## src/verilog/sfpu_pkg.sv

```systemverilog
// Package: constants and types for the serial flash power-up sequencer
package sfpu_pkg;

  // ****************************************
  // Timing
  // ****************************************
  localparam int unsigned CLK_MHZ         = 100;
  localparam int unsigned PUW_TIME_US     = 3000;  // program/erase power-up delay, max 3 ms
  localparam int unsigned PUW_CYCLES      = PUW_TIME_US * CLK_MHZ;
  localparam int unsigned VCSL_TIME_US    = 70;    // supply to select low, read
  localparam int unsigned VCSL_CYCLES     = VCSL_TIME_US * CLK_MHZ;
  localparam int unsigned SYNC_STAGES     = 2;

  // ****************************************
  // Reset values
  // ****************************************
  localparam logic        RST_SO_OE       = 1'b0;
  localparam logic        RST_MODE3       = 1'b0;
  localparam logic [2:0]  RST_LINK        = 3'h7;  // sck, select, data all seen high

  // ****************************************
  // Types
  // ****************************************
  typedef enum logic [1:0] {
    SFPU_POR     = 2'b00,
    SFPU_WAIT    = 2'b01,
    SFPU_STANDBY = 2'b10,
    SFPU_ACTIVE  = 2'b11
  } sfpu_state_e;

  typedef struct packed {
    logic sck;
    logic chip_select_n;
    logic si;
  } sfpu_link_s;

  typedef struct packed {
    logic so_out;
    logic so_oe;
  } sfpu_so_s;

endpackage : sfpu_pkg

```

## src/verilog/sfpu_sync.sv

```systemverilog
// Two-flop synchroniser for a group of link pins
`timescale 1ns/1ps
module sfpu_sync #(
  parameter int unsigned      WIDTH   = 3,
  parameter logic [WIDTH-1:0] RST_VAL = '1
) (
  input  wire logic             i_clk,
  input  wire logic             i_rst_b,
  input  wire logic [WIDTH-1:0] i_async,
  output logic      [WIDTH-1:0] o_sync
);
  logic [WIDTH-1:0] meta;

  initial
  begin
    if (WIDTH < 1) $error("sfpu_sync: WIDTH must be at least 1");
  end

  // Reset to the caller's idle levels, so no false edge follows reset
  always_ff @(posedge i_clk or negedge i_rst_b)
  begin
    if (!i_rst_b)
    begin
      meta   <= RST_VAL;
      o_sync <= RST_VAL;
    end
    else
    begin
      meta   <= i_async;
      o_sync <= meta;
    end
  end

endmodule : sfpu_sync

```

## src/verilog/sfpu_top.sv

```systemverilog
// Top: power-on / reset entry sequencer of a serial flash device
`timescale 1ns/1ps
module sfpu_top
  import sfpu_pkg::*;
#(
  parameter int unsigned PUW_CYC  = sfpu_pkg::PUW_CYCLES,
  parameter int unsigned VCSL_CYC = sfpu_pkg::VCSL_CYCLES
) (
  input  wire logic        I_CLK_SYS,
  input  wire logic        I_RST_B,
  input  wire logic        I_POR_ACTIVE,
  input  wire logic        I_SCK,
  input  wire logic        I_CHIP_SELECT_N,
  input  wire logic        I_SI,
  input  wire logic        I_CMD_DRIVE_SO,
  input  wire logic        I_CMD_SO_DATA,
  output logic             O_SO,
  output logic             O_SO_OE,
  output logic             O_MODE3,
  output logic             O_FRAME_START,
  output logic             O_CMD_ENABLE,
  output logic             O_READ_ALLOWED,
  output logic             O_PGM_ERASE_ALLOWED,
  output logic [1:0]       O_STATE
);
  import sfpu_pkg::*;

  initial
  begin
    if (PUW_CYC < 1 || VCSL_CYC < 1) $error("sfpu_top: counts must be at least 1");
    if (VCSL_CYC > PUW_CYC) $error("sfpu_top: read wait must not exceed program wait");
  end

  // ****************************************
  // Pin synchronisation
  // ****************************************
  sfpu_link_s link_raw;
  sfpu_link_s link;
  logic       por_meta;
  logic       por_sync;

  assign link_raw = '{sck: I_SCK, chip_select_n: I_CHIP_SELECT_N, si: I_SI};

  sfpu_sync #(.WIDTH(3), .RST_VAL(RST_LINK)) u_sync (
    .i_clk     (I_CLK_SYS),
    .i_rst_b   (I_RST_B),
    .i_async   (link_raw),
    .o_sync    (link)
  );

  // POR detector output is asynchronous; held active while in reset
  always_ff @(posedge I_CLK_SYS or negedge I_RST_B)
  begin
    if (!I_RST_B)
    begin
      por_meta <= 1'b1;
      por_sync <= 1'b1;
    end
    else
    begin
      por_meta <= I_POR_ACTIVE;
      por_sync <= por_meta;
    end
  end

  // ****************************************
  // Select falling and rising edge detection
  // ****************************************
  logic cs_prev;
  logic cs_fall;
  logic cs_rise;

  always_ff @(posedge I_CLK_SYS or negedge I_RST_B)
  begin
    if (!I_RST_B)
      cs_prev <= 1'b1;
    else
      cs_prev <= link.chip_select_n;
  end

  assign cs_fall = cs_prev & ~link.chip_select_n;
  assign cs_rise = ~cs_prev & link.chip_select_n;

  // ****************************************
  // Power-up sequencer
  // ****************************************
  sfpu_state_e state;
  sfpu_state_e next_state;
  logic [31:0] puw_cnt;
  logic        armed;

  always_comb
  begin
    next_state = state;
    case (state)
      SFPU_POR:
        if (!por_sync) next_state = SFPU_WAIT;
      SFPU_WAIT:
        if (puw_cnt >= 32'(PUW_CYC - 1))
          next_state = link.chip_select_n ? SFPU_STANDBY : SFPU_ACTIVE;
      SFPU_STANDBY:
        if (cs_fall) next_state = SFPU_ACTIVE;
      SFPU_ACTIVE:
        if (cs_rise) next_state = SFPU_STANDBY;
      default:
        next_state = SFPU_POR;
    endcase
    if (por_sync) next_state = SFPU_POR;
  end

  always_ff @(posedge I_CLK_SYS or negedge I_RST_B)
  begin
    if (!I_RST_B)
      state <= SFPU_POR;
    else
      state <= next_state;
  end

  // Counter saturates so the wait flag never wraps
  always_ff @(posedge I_CLK_SYS or negedge I_RST_B)
  begin
    if (!I_RST_B)
      puw_cnt <= 32'h0;
    else if (por_sync)
      puw_cnt <= 32'h0;
    else if (puw_cnt != 32'hffffffff)
      puw_cnt <= puw_cnt + 32'h1;
  end

  // A frame already low when power-on reset ends is not a valid start
  always_ff @(posedge I_CLK_SYS or negedge I_RST_B)
  begin
    if (!I_RST_B)
      armed <= 1'b0;
    else if (next_state == SFPU_POR)
      armed <= 1'b0;
    else if (cs_fall && state != SFPU_POR)
      armed <= 1'b1;
    else if (cs_rise)
      armed <= 1'b0;
  end

  // ****************************************
  // Outputs
  // ****************************************
  always_ff @(posedge I_CLK_SYS or negedge I_RST_B)
  begin
    if (!I_RST_B)
      O_MODE3 <= RST_MODE3;
    else if (cs_fall && !por_sync)
      O_MODE3 <= link.sck;
  end

  always_ff @(posedge I_CLK_SYS or negedge I_RST_B)
  begin
    if (!I_RST_B)
    begin
      O_SO    <= 1'b0;
      O_SO_OE <= RST_SO_OE;
    end
    else
    begin
      O_SO    <= I_CMD_SO_DATA;
      O_SO_OE <= I_CMD_DRIVE_SO & armed & ~link.chip_select_n & ~por_sync;
    end
  end

  always_ff @(posedge I_CLK_SYS or negedge I_RST_B)
  begin
    if (!I_RST_B)
    begin
      O_FRAME_START       <= 1'b0;
      O_CMD_ENABLE        <= 1'b0;
      O_READ_ALLOWED      <= 1'b0;
      O_PGM_ERASE_ALLOWED <= 1'b0;
      O_STATE             <= SFPU_POR;
    end
    else
    begin
      O_FRAME_START       <= cs_fall & ~por_sync;
      O_CMD_ENABLE        <= armed & ~link.chip_select_n & ~por_sync;
      O_READ_ALLOWED      <= ~por_sync & (puw_cnt >= 32'(VCSL_CYC - 1));
      O_PGM_ERASE_ALLOWED <= ~por_sync & (puw_cnt >= 32'(PUW_CYC - 1));
      O_STATE             <= next_state;
    end
  end

  // ****************************************
  // Assertions
  // ****************************************
  a_so_quiet_por: assert property (@(posedge I_CLK_SYS) disable iff (!I_RST_B)
    por_sync |=> !O_SO_OE)
    else $error("SO driven during power-on reset");

  a_so_needs_frame: assert property (@(posedge I_CLK_SYS) disable iff (!I_RST_B)
    O_SO_OE |-> $past(armed) && !$past(link.chip_select_n))
    else $error("SO driven without framed command");

  a_mode_sample: assert property (@(posedge I_CLK_SYS) disable iff (!I_RST_B)
    (cs_fall && !por_sync) |=> O_MODE3 == $past(link.sck))
    else $error("Mode not taken from idle clock");

  a_cmd_blocked: assert property (@(posedge I_CLK_SYS) disable iff (!I_RST_B)
    por_sync |=> !O_CMD_ENABLE && !O_FRAME_START)
    else $error("Command enabled during power-on reset");

  a_pgm_wait: assert property (@(posedge I_CLK_SYS) disable iff (!I_RST_B)
    O_PGM_ERASE_ALLOWED |-> $past(puw_cnt) >= 32'(PUW_CYC - 1))
    else $error("Program allowed before delay");

  a_read_wait: assert property (@(posedge I_CLK_SYS) disable iff (!I_RST_B)
    O_READ_ALLOWED |-> $past(puw_cnt) >= 32'(VCSL_CYC - 1))
    else $error("Read allowed before wait");

  a_exit_state: assert property (@(posedge I_CLK_SYS) disable iff (!I_RST_B)
    (state == SFPU_WAIT && puw_cnt >= 32'(PUW_CYC - 1) && !por_sync) |=>
      state == ($past(link.chip_select_n) ? SFPU_STANDBY : SFPU_ACTIVE))
    else $error("Wrong state after delay");

  a_por_state: assert property (@(posedge I_CLK_SYS) disable iff (!I_RST_B)
    por_sync |=> state == SFPU_POR)
    else $error("Left reset state early");

  c_mode3: cover property (@(posedge I_CLK_SYS) disable iff (!I_RST_B)
    cs_fall && link.sck);
  c_mode0: cover property (@(posedge I_CLK_SYS) disable iff (!I_RST_B)
    cs_fall && !link.sck);
  c_standby: cover property (@(posedge I_CLK_SYS) disable iff (!I_RST_B)
    state == SFPU_WAIT ##1 state == SFPU_STANDBY);
  c_so_drive: cover property (@(posedge I_CLK_SYS) disable iff (!I_RST_B)
    O_SO_OE);

endmodule : sfpu_top

```

## config.mk

```make
export PLATFORM = sky130hd
export DESIGN_NAME = sfpu_top
export DESIGN_NICKNAME = d
export VERILOG_FILES = /design/src/verilog/sfpu_pkg.sv /design/src/verilog/sfpu_sync.sv /design/src/verilog/sfpu_top.sv
export SDC_FILE = /design/constraint.sdc
export NUM_CORES = 1
export LEC_CHECK = 0
export CORE_ASPECT_RATIO = 0.6
export CORE_UTILIZATION = 40
export DETAILED_ROUTE_END_ITERATION = 8
export DONT_BUFFER_PORTS = 1
export GPL_TIMING_DRIVEN = 0
export PLACE_DENSITY_LB_ADDON = 0.3
export REMOVE_ABC_BUFFERS = 1
export SLEW_MARGIN = 20
export SYNTH_ARGS = -nofsm -noshare
export SYNTH_HDL_FRONTEND = slang
export SYNTH_SLANG_ARGS = --single-unit
export TNS_END_PERCENT = 20
```

## constraint.sdc

```tcl
create_clock -name I_CLK_SYS -period 2.1 [get_ports I_CLK_SYS]
set_input_delay 0.42 -clock I_CLK_SYS [delete_from_list [all_inputs] [get_ports I_CLK_SYS]]
set_output_delay 0.42 -clock I_CLK_SYS [all_outputs]
set_load 0.005 [all_outputs]
```

==> run_results.csv, run 1 <==
group,metric,value,unit
hold_path,min_from,"I_SCK",
timing,max-slew-margin-rel,49.2,%
synthesis,ys_warn_count,0,
critical_path,r2r_end,"puw_cnt[11]",
hold_path,hold_class,"in -> reg",
global_routing,grt_first_pass_wirelength,8320,um
timing,worst_pin_slew,762,ps
detailed_routing,viasPerCell,5.66,
synthesis,yosys_most_used_dff,"dfrtp_1",
synthesis,yosys_register_bits,49,
critical_path,cp-start-kind,"register",
global_routing,grtUsageTotal,16.9,%
clock_tree,path_clk_slew,100,ps
synthesis,synthArstFlopShare,100,%
final_layout,fillCellCount,566,
detailed_routing,vias,1929,
clock_tree,ctsRootBufferMaster,"clkbuf_8",
synthesis,yosysSeqAreaShare,50.5,%
critical_path,max_stage_delay,640,ps
timing,finalSetupViolCount,0,
final_layout,final_area,2850,um2
hold_path,whs_endpoint,"u_sync.meta[2]",
critical_path,reg2reg_from,"puw_cnt[30]",
critical_path,crit_chain,"nand4_1 > or4_4 > nor3_4 > buf_4 > nor3_2 > mux2_4",
synthesis,synth.distinct_cells,45,
detailed_routing,drc,0,
final_layout,final_net_count,269,
global_routing,grt_remaining_overflow,0,
pwr,power.density,576,nW/um2
global_routing,grt_pass1_vias,1669,
detailed_routing,drt_iter0_markers,154,
floorplan,die-area,6440,um2
timing,finalClockSkew,10.2,ps
timing,drv_slew,0,
timing,hold_viol_final,0,
final_layout,seqCellArea,1250,um2
clock_tree,clock_path_buffers,2,
synthesis,synth_area_per_cell,9.82,um2
critical_path,reg2reg_setup_slack,10,ps
critical_path,cp_max_fo,5,
floorplan,ioPinCount,17,
clock_tree,cts-buffers-inserted,5,
critical_path,critPathSlowestCell,"or4_4",
final_layout,area_delta_synth_final,16.5,%
final_layout,multiInputGateArea,1230,um2
clock_tree,clock-sinks,49,
final_layout,antenna-diode-count,0,
run,maxCapViolations,0,
detailed_routing,dr.pass1.iters,4,
place,dp.cells,317,
synthesis,synthTopCellsByArea,"dfrtp_1 43%, dfstp_2 7.5%, xnor2_1 4.7%",
critical_path,reg2reg_depth,6,
pwr,ir_drop,0.301,mV
floorplan,die_width,103,um
floorplan,rows,21,
floorplan,fp.dieH,62.6,um
global_routing,grt_max_degree,50,
timing,finalCriticalPeriod,2090,ps
detailed_routing,routedWlPerCell,15.1,um
pwr,p_leak,0.00109,uW
synthesis,synth-edff-count,0,
floorplan,initial_core_util,42.7,%
place,portBuffers,0,
critical_path,critPathRequiredTime,2310,ps
place,hpwl,3260,um
floorplan,core,5730,um2
timing,hold_ws,92.4,ps
hold_path,timing.hold.worst_path_depth,0,
critical_path,worst_ep_arrival_time,2290,ps
timing,max_freq,479,MHz
synthesis,synth_cells,249,
clock_tree,cts_tree,"done",
detailed_routing,routed_wirelength,5150,um
critical_path,worstSetupPathType,"reg -> reg",
final_layout,fin_cells,341,
critical_path,end_kind,"register",
clock_tree,h-tree-depth,2,
place,placed_cell_area,2500,um2
timing,rsz0062_at_grt,"yes",
synthesis,yosys.area.top_type_share,43.0,%
synthesis,yosys.area.top_type,"dfrtp_1",
detailed_routing,antenna_left,0,
clock_tree,worstSkewPairLatency,310,ps
timing,min_period_over_period,99.3,%
synthesis,netlist_area,2450,um2
global_routing,antenna_found_initial,0,
place,gp_routability_congestion,0.768,
outcome,status,"finished clean",
final_layout,drive_above_1_share,23.4,%
==> how the worst max path moves through the flow <==
stage                      from     endpoint  slack (ps)
floorplan           puw_cnt[18]   puw_cnt[4]        -140
global placement    puw_cnt[18]  puw_cnt[30]        -890
detailed placement  puw_cnt[12]  puw_cnt[31]        -440
CTS                 puw_cnt[18]  puw_cnt[17]         -60
global route        puw_cnt[30]  puw_cnt[17]         -30
finish              puw_cnt[30]  puw_cnt[11]          10
==> repair_timing <==
| item | CTS | global route |
|---|---|---|
| endpoints found under the setup margin | 25 | 23 |
| endpoints found under the hold margin | 49 | 0 |
| buffers inserted | 5 | 9 |
| pin swaps | 3 | 8 |
| gates resized for setup | 6 | 24 |
| hold buffers | 2 | 0 |
==> kinds of logic (layout without fill, tap and decap cells) <==
| family | after synthesis | in the layout | synth area share (%) |
|---|---|---|---|
| buf+inv | 16 | 28 | 2.66 |
| simple gates | 112 | 112 | 25.2 |
| fa+ha+maj | 1 | 1 | 0.511 |
| xor+xnor | 16 | 16 | 5.73 |
| flops | 49 | 49 | 50.5 |
| mux | 4 | 4 | 1.94 |
| compound gates | 51 | 51 | 13.5 |
==> per-layer routing <==
metal  GRT usage [%]  routed length [um]  vias to the layer above
met5               0                   0                        -
met4            4.23                  51                        0
met3            4.47                 318                        7
met2            21.9                2150                       52
met1            27.1                2630                      940
li1                -                   -                      930
==> area by class of cell <==
class | count | share of cell area, %
Inverter | 3 | 0.395
Multi-Input combinational cell | 184 | 43.2
Timing Repair Buffer | 17 | 5.75
Tap cell | 80 | 3.51
Clock buffer | 5 | 2.42
Sequential cell | 49 | 43.8
Clock inverter | 3 | 0.922
==> power by group <==
part / internal [uW] / leakage [uW] / total, uW / switching (uW)
clock: 243 / 0.0000423 / 590 / 347
sequential: 968 / 0.000634 / 996 / 27.7
combinational: 23.6 / 0.000416 / 53.8 / 30.2
==> synth_stat cells, types with 7 or more instances <==
| library cell | count |
|---|---|
| nand2_1 | 16 |
| clkbuf_1 | 9 |
| dfrtp_1 | 42 |
| nand4_1 | 7 |
| dfstp_2 | 7 |
| o21ai_0 | 11 |
| a21oi_1 | 16 |
| or3_1 | 8 |
| nor2_1 | 29 |
| nor4_1 | 8 |
| nand3_1 | 10 |
| xnor2_1 | 13 |
==> layout by cell type (no fill, tap or decap), drive strengths merged, types with 4 or more instances in the layout <==
cell,Yosys,layout
nor2,29,29
and4,6,6
nand4,7,7
dfstp,7,7
nand3,11,11
a21oi,16,16
a211oi,4,4
a31oi,6,6
or3,8,8
dfrtp,42,42
nor4,8,8
inv,3,4
and3,6,6
xnor2,13,13
clkbuf,9,5
nor2b,4,4
buf,4,16
nor3,6,6
o21ai,11,11
or4,5,5
nand2,16,16
o31ai,4,4
==> critical path: cells and delay by family (launching register included) <==
| family | cells | cell delay, ps |
|---|---|---|
| flip-flops | 1 | 420 |
| AND/OR/NAND/NOR | 4 | 1120 |
| buffers and inverters | 1 | 160 |
| multiplexers | 1 | 290 |
==> registers in the layout (all words and copies together) (netlist names) <==
register / count
O_CMD_ENABLE: 1
O_FRAME_START: 1
O_MODE3: 1
O_PGM_ERASE_ALLOWED: 1
O_READ_ALLOWED: 1
O_SO: 1
O_SO_OE: 1
O_STATE: 2
armed: 1
cs_prev: 1
por_meta: 1
por_sync: 1
puw_cnt: 32
u_sync.meta: 2
u_sync.o_sync: 2
==> stage by stage <==
stage	power (uW)	setup TNS [ps]	utilization (%)	setup slack (ps)
CTS	1670	-72.4	47.1	-57.3
finish	1640	0	49.7	13.9
detailed placement	1040	-5710	43.7	-440
global route	1720	-170	49.7	-32.2
floorplan	1020	-1260	-	-140
global placement	1030	-15590	43.5	-888
No activity file was read; power rests on OpenSTA's default activity.
==> inputs of run 2 (changes only) <==
--- a/config.mk
+++ b/config.mk
@@ -10,6 +10,7 @@
 export DETAILED_ROUTE_END_ITERATION = 8
 export DONT_BUFFER_PORTS = 1
 export GPL_TIMING_DRIVEN = 0
+export HOLD_SLACK_MARGIN = 0.12
 export PLACE_DENSITY_LB_ADDON = 0.3
 export REMOVE_ABC_BUFFERS = 1
 export SLEW_MARGIN = 20
==> run_results.csv, run 2 (same netlist as run 1, synthesis figures left out) <==
group,metric,value,unit
critical_path,reg2reg_setup_slack,7,ps
detailed_routing,viasPerCell,5.67,
global_routing,grt_first_pass_wirelength,8390,um
floorplan,rows,21,
clock_tree,worstSkewPairLatency,310,ps
floorplan,fp.dieH,62.6,um
final_layout,area_delta_synth_final,18.1,%
final_layout,fillCellCount,563,
global_routing,grt_pass1_vias,1689,
timing,rsz0062_at_grt,"yes",
detailed_routing,routed_wirelength,5200,um
place,gp_routability_congestion,0.768,
critical_path,worstSetupPathType,"reg -> reg",
timing,tns,0,ps
critical_path,end_kind,"register",
critical_path,max_stage_delay,640,ps
timing,finalSetupViolCount,0,
final_layout,final_cell_mix,"32 x dfrtp_1, 28 x nor2_1, 16 x a21oi_1, 16 x nand2_1, 13 x xnor2_1",
outcome,status,"finished clean",
timing,min_period_over_period,99.7,%
clock_tree,h-tree-depth,2,
clock_tree,clock_path_buffers,2,
pwr,power.density,571,nW/um2
floorplan,die_width,103,um
timing,finalClockSkew,9.84,ps
detailed_routing,antenna_left,0,
timing,max_freq,478,MHz
critical_path,cp-start-kind,"register",
pwr,ir_drop,0.301,mV
final_layout,antenna-diode-count,0,
critical_path,critPathRequiredTime,2310,ps
final_layout,multiInputGateArea,1230,um2
detailed_routing,routedWlPerCell,15.1,um
final_layout,layout_commonest_cell,"dfrtp_1",
clock_tree,cts-buffers-inserted,5,
detailed_routing,drc,0,
final_layout,post-route-util,50.4,%
critical_path,cp_max_fo,5,
floorplan,core,5730,um2
global_routing,antenna_found_initial,0,
timing,fin_ws,7.27,ps
clock_tree,path_clk_slew,100,ps
clock_tree,cts_tree,"done",
final_layout,largest_reg_flops,32,
clock_tree,ctsRootBufferMaster,"clkbuf_8",
pwr,total_power,1650,uW
global_routing,grt_max_degree,50,
final_layout,seqCellArea,1250,um2
floorplan,die-area,6440,um2
detailed_routing,dr.pass1.iters,4,
timing,max-slew-margin-rel,49.7,%
global_routing,grt_remaining_overflow,0,
final_layout,drive_above_1_share,23.0,%
hold_path,hold_class,"in -> reg",
timing,worst_pin_slew,754,ps
floorplan,ioPinCount,17,
global_routing,grtUsageTotal,17.0,%
detailed_routing,drt_iter0_markers,143,
critical_path,worst_ep_arrival_time,2300,ps
timing,hold_viol_final,0,
final_layout,final_net_count,273,
clock_tree,clock-sinks,49,
critical_path,critPathSlowestCell,"or4_4",
floorplan,initial_core_util,42.7,%
timing,finalCriticalPeriod,2090,ps
final_layout,top_register,"puw_cnt",
place,pre_cts_ws,-440,ps
pwr,p_leak,0.00111,uW
place,portBuffers,0,
place,hpwl,3260,um
run,maxCapViolations,0,
timing,drv_slew,0,
detailed_routing,vias,1956,
critical_path,crit_chain,"nand4_1 > or4_4 > nor3_4 > buf_4 > nor3_2 > mux2_4",
==> run 2: per-layer routing <==
layer / part of all wire [%] / GRT usage (%)
met3: 5.4 / 4.47
met5: 0 / 0
met1: 52 / 27.2
met2: 42 / 22.2
met4: 1.0 / 4.23
==> run 2: repair_timing <==
action	in CTS	in global routing
endpoints found under the hold margin	52	1
setup endpoints to repair	25	23
setup buffers	5	9
resized for setup	6	24
hold buffers	5	1
pin swaps	3	8
==> run 2: where the power goes <==
| group | switching [uW] | internal (uW) | leakage (uW) |
|---|---|---|---|
| clock network | 352 | 243 | 0.0000423 |
| registers | 27.7 | 968 | 0.000634 |
| logic | 31.1 | 28.6 | 0.000433 |
| total | 411 | 1240 | 0.00111 |
==> run 2: metrics by stage <==
stage	hold slack, ps	std cells	instance area (um2)
after detailed placement	126	317	2500
after CTS	121	335	2730
after global routing	221	345	2890
after global placement	126	316	2490
after floorplan	124	236	2390
final	232	345	2890
==> run 2: path summary, 6_finish.rpt <==
path                       cells after the start      startpoint           to
setup / recovery                               6     puw_cnt[30]  puw_cnt[11]
hold / removal                                 1  I_CMD_DRIVE_SO      O_SO_OE
setup reg to reg                               6     puw_cnt[30]  puw_cnt[11]
hold reg to reg                                0        por_meta     por_sync
max in group asynchronous                      2         I_RST_B     por_meta
min in group asynchronous                      2         I_RST_B  puw_cnt[17]
==> run 2: worst max-delay path, delay by kind of cell, from the launching register on <==
family        cells  cell delay [ps]
flops             1              420
buf+inv           1              160
mux               1              290
simple gates      4             1120
==> run 2: cell type report <==
type,count,area share [%]
clock buffer,5,2.38
timing repair buffer,21,7.06
inverter,3,0.390
multi-input combinational,184,42.6
tap,80,3.46
sequential,49,43.2
clock inverter,3,0.909
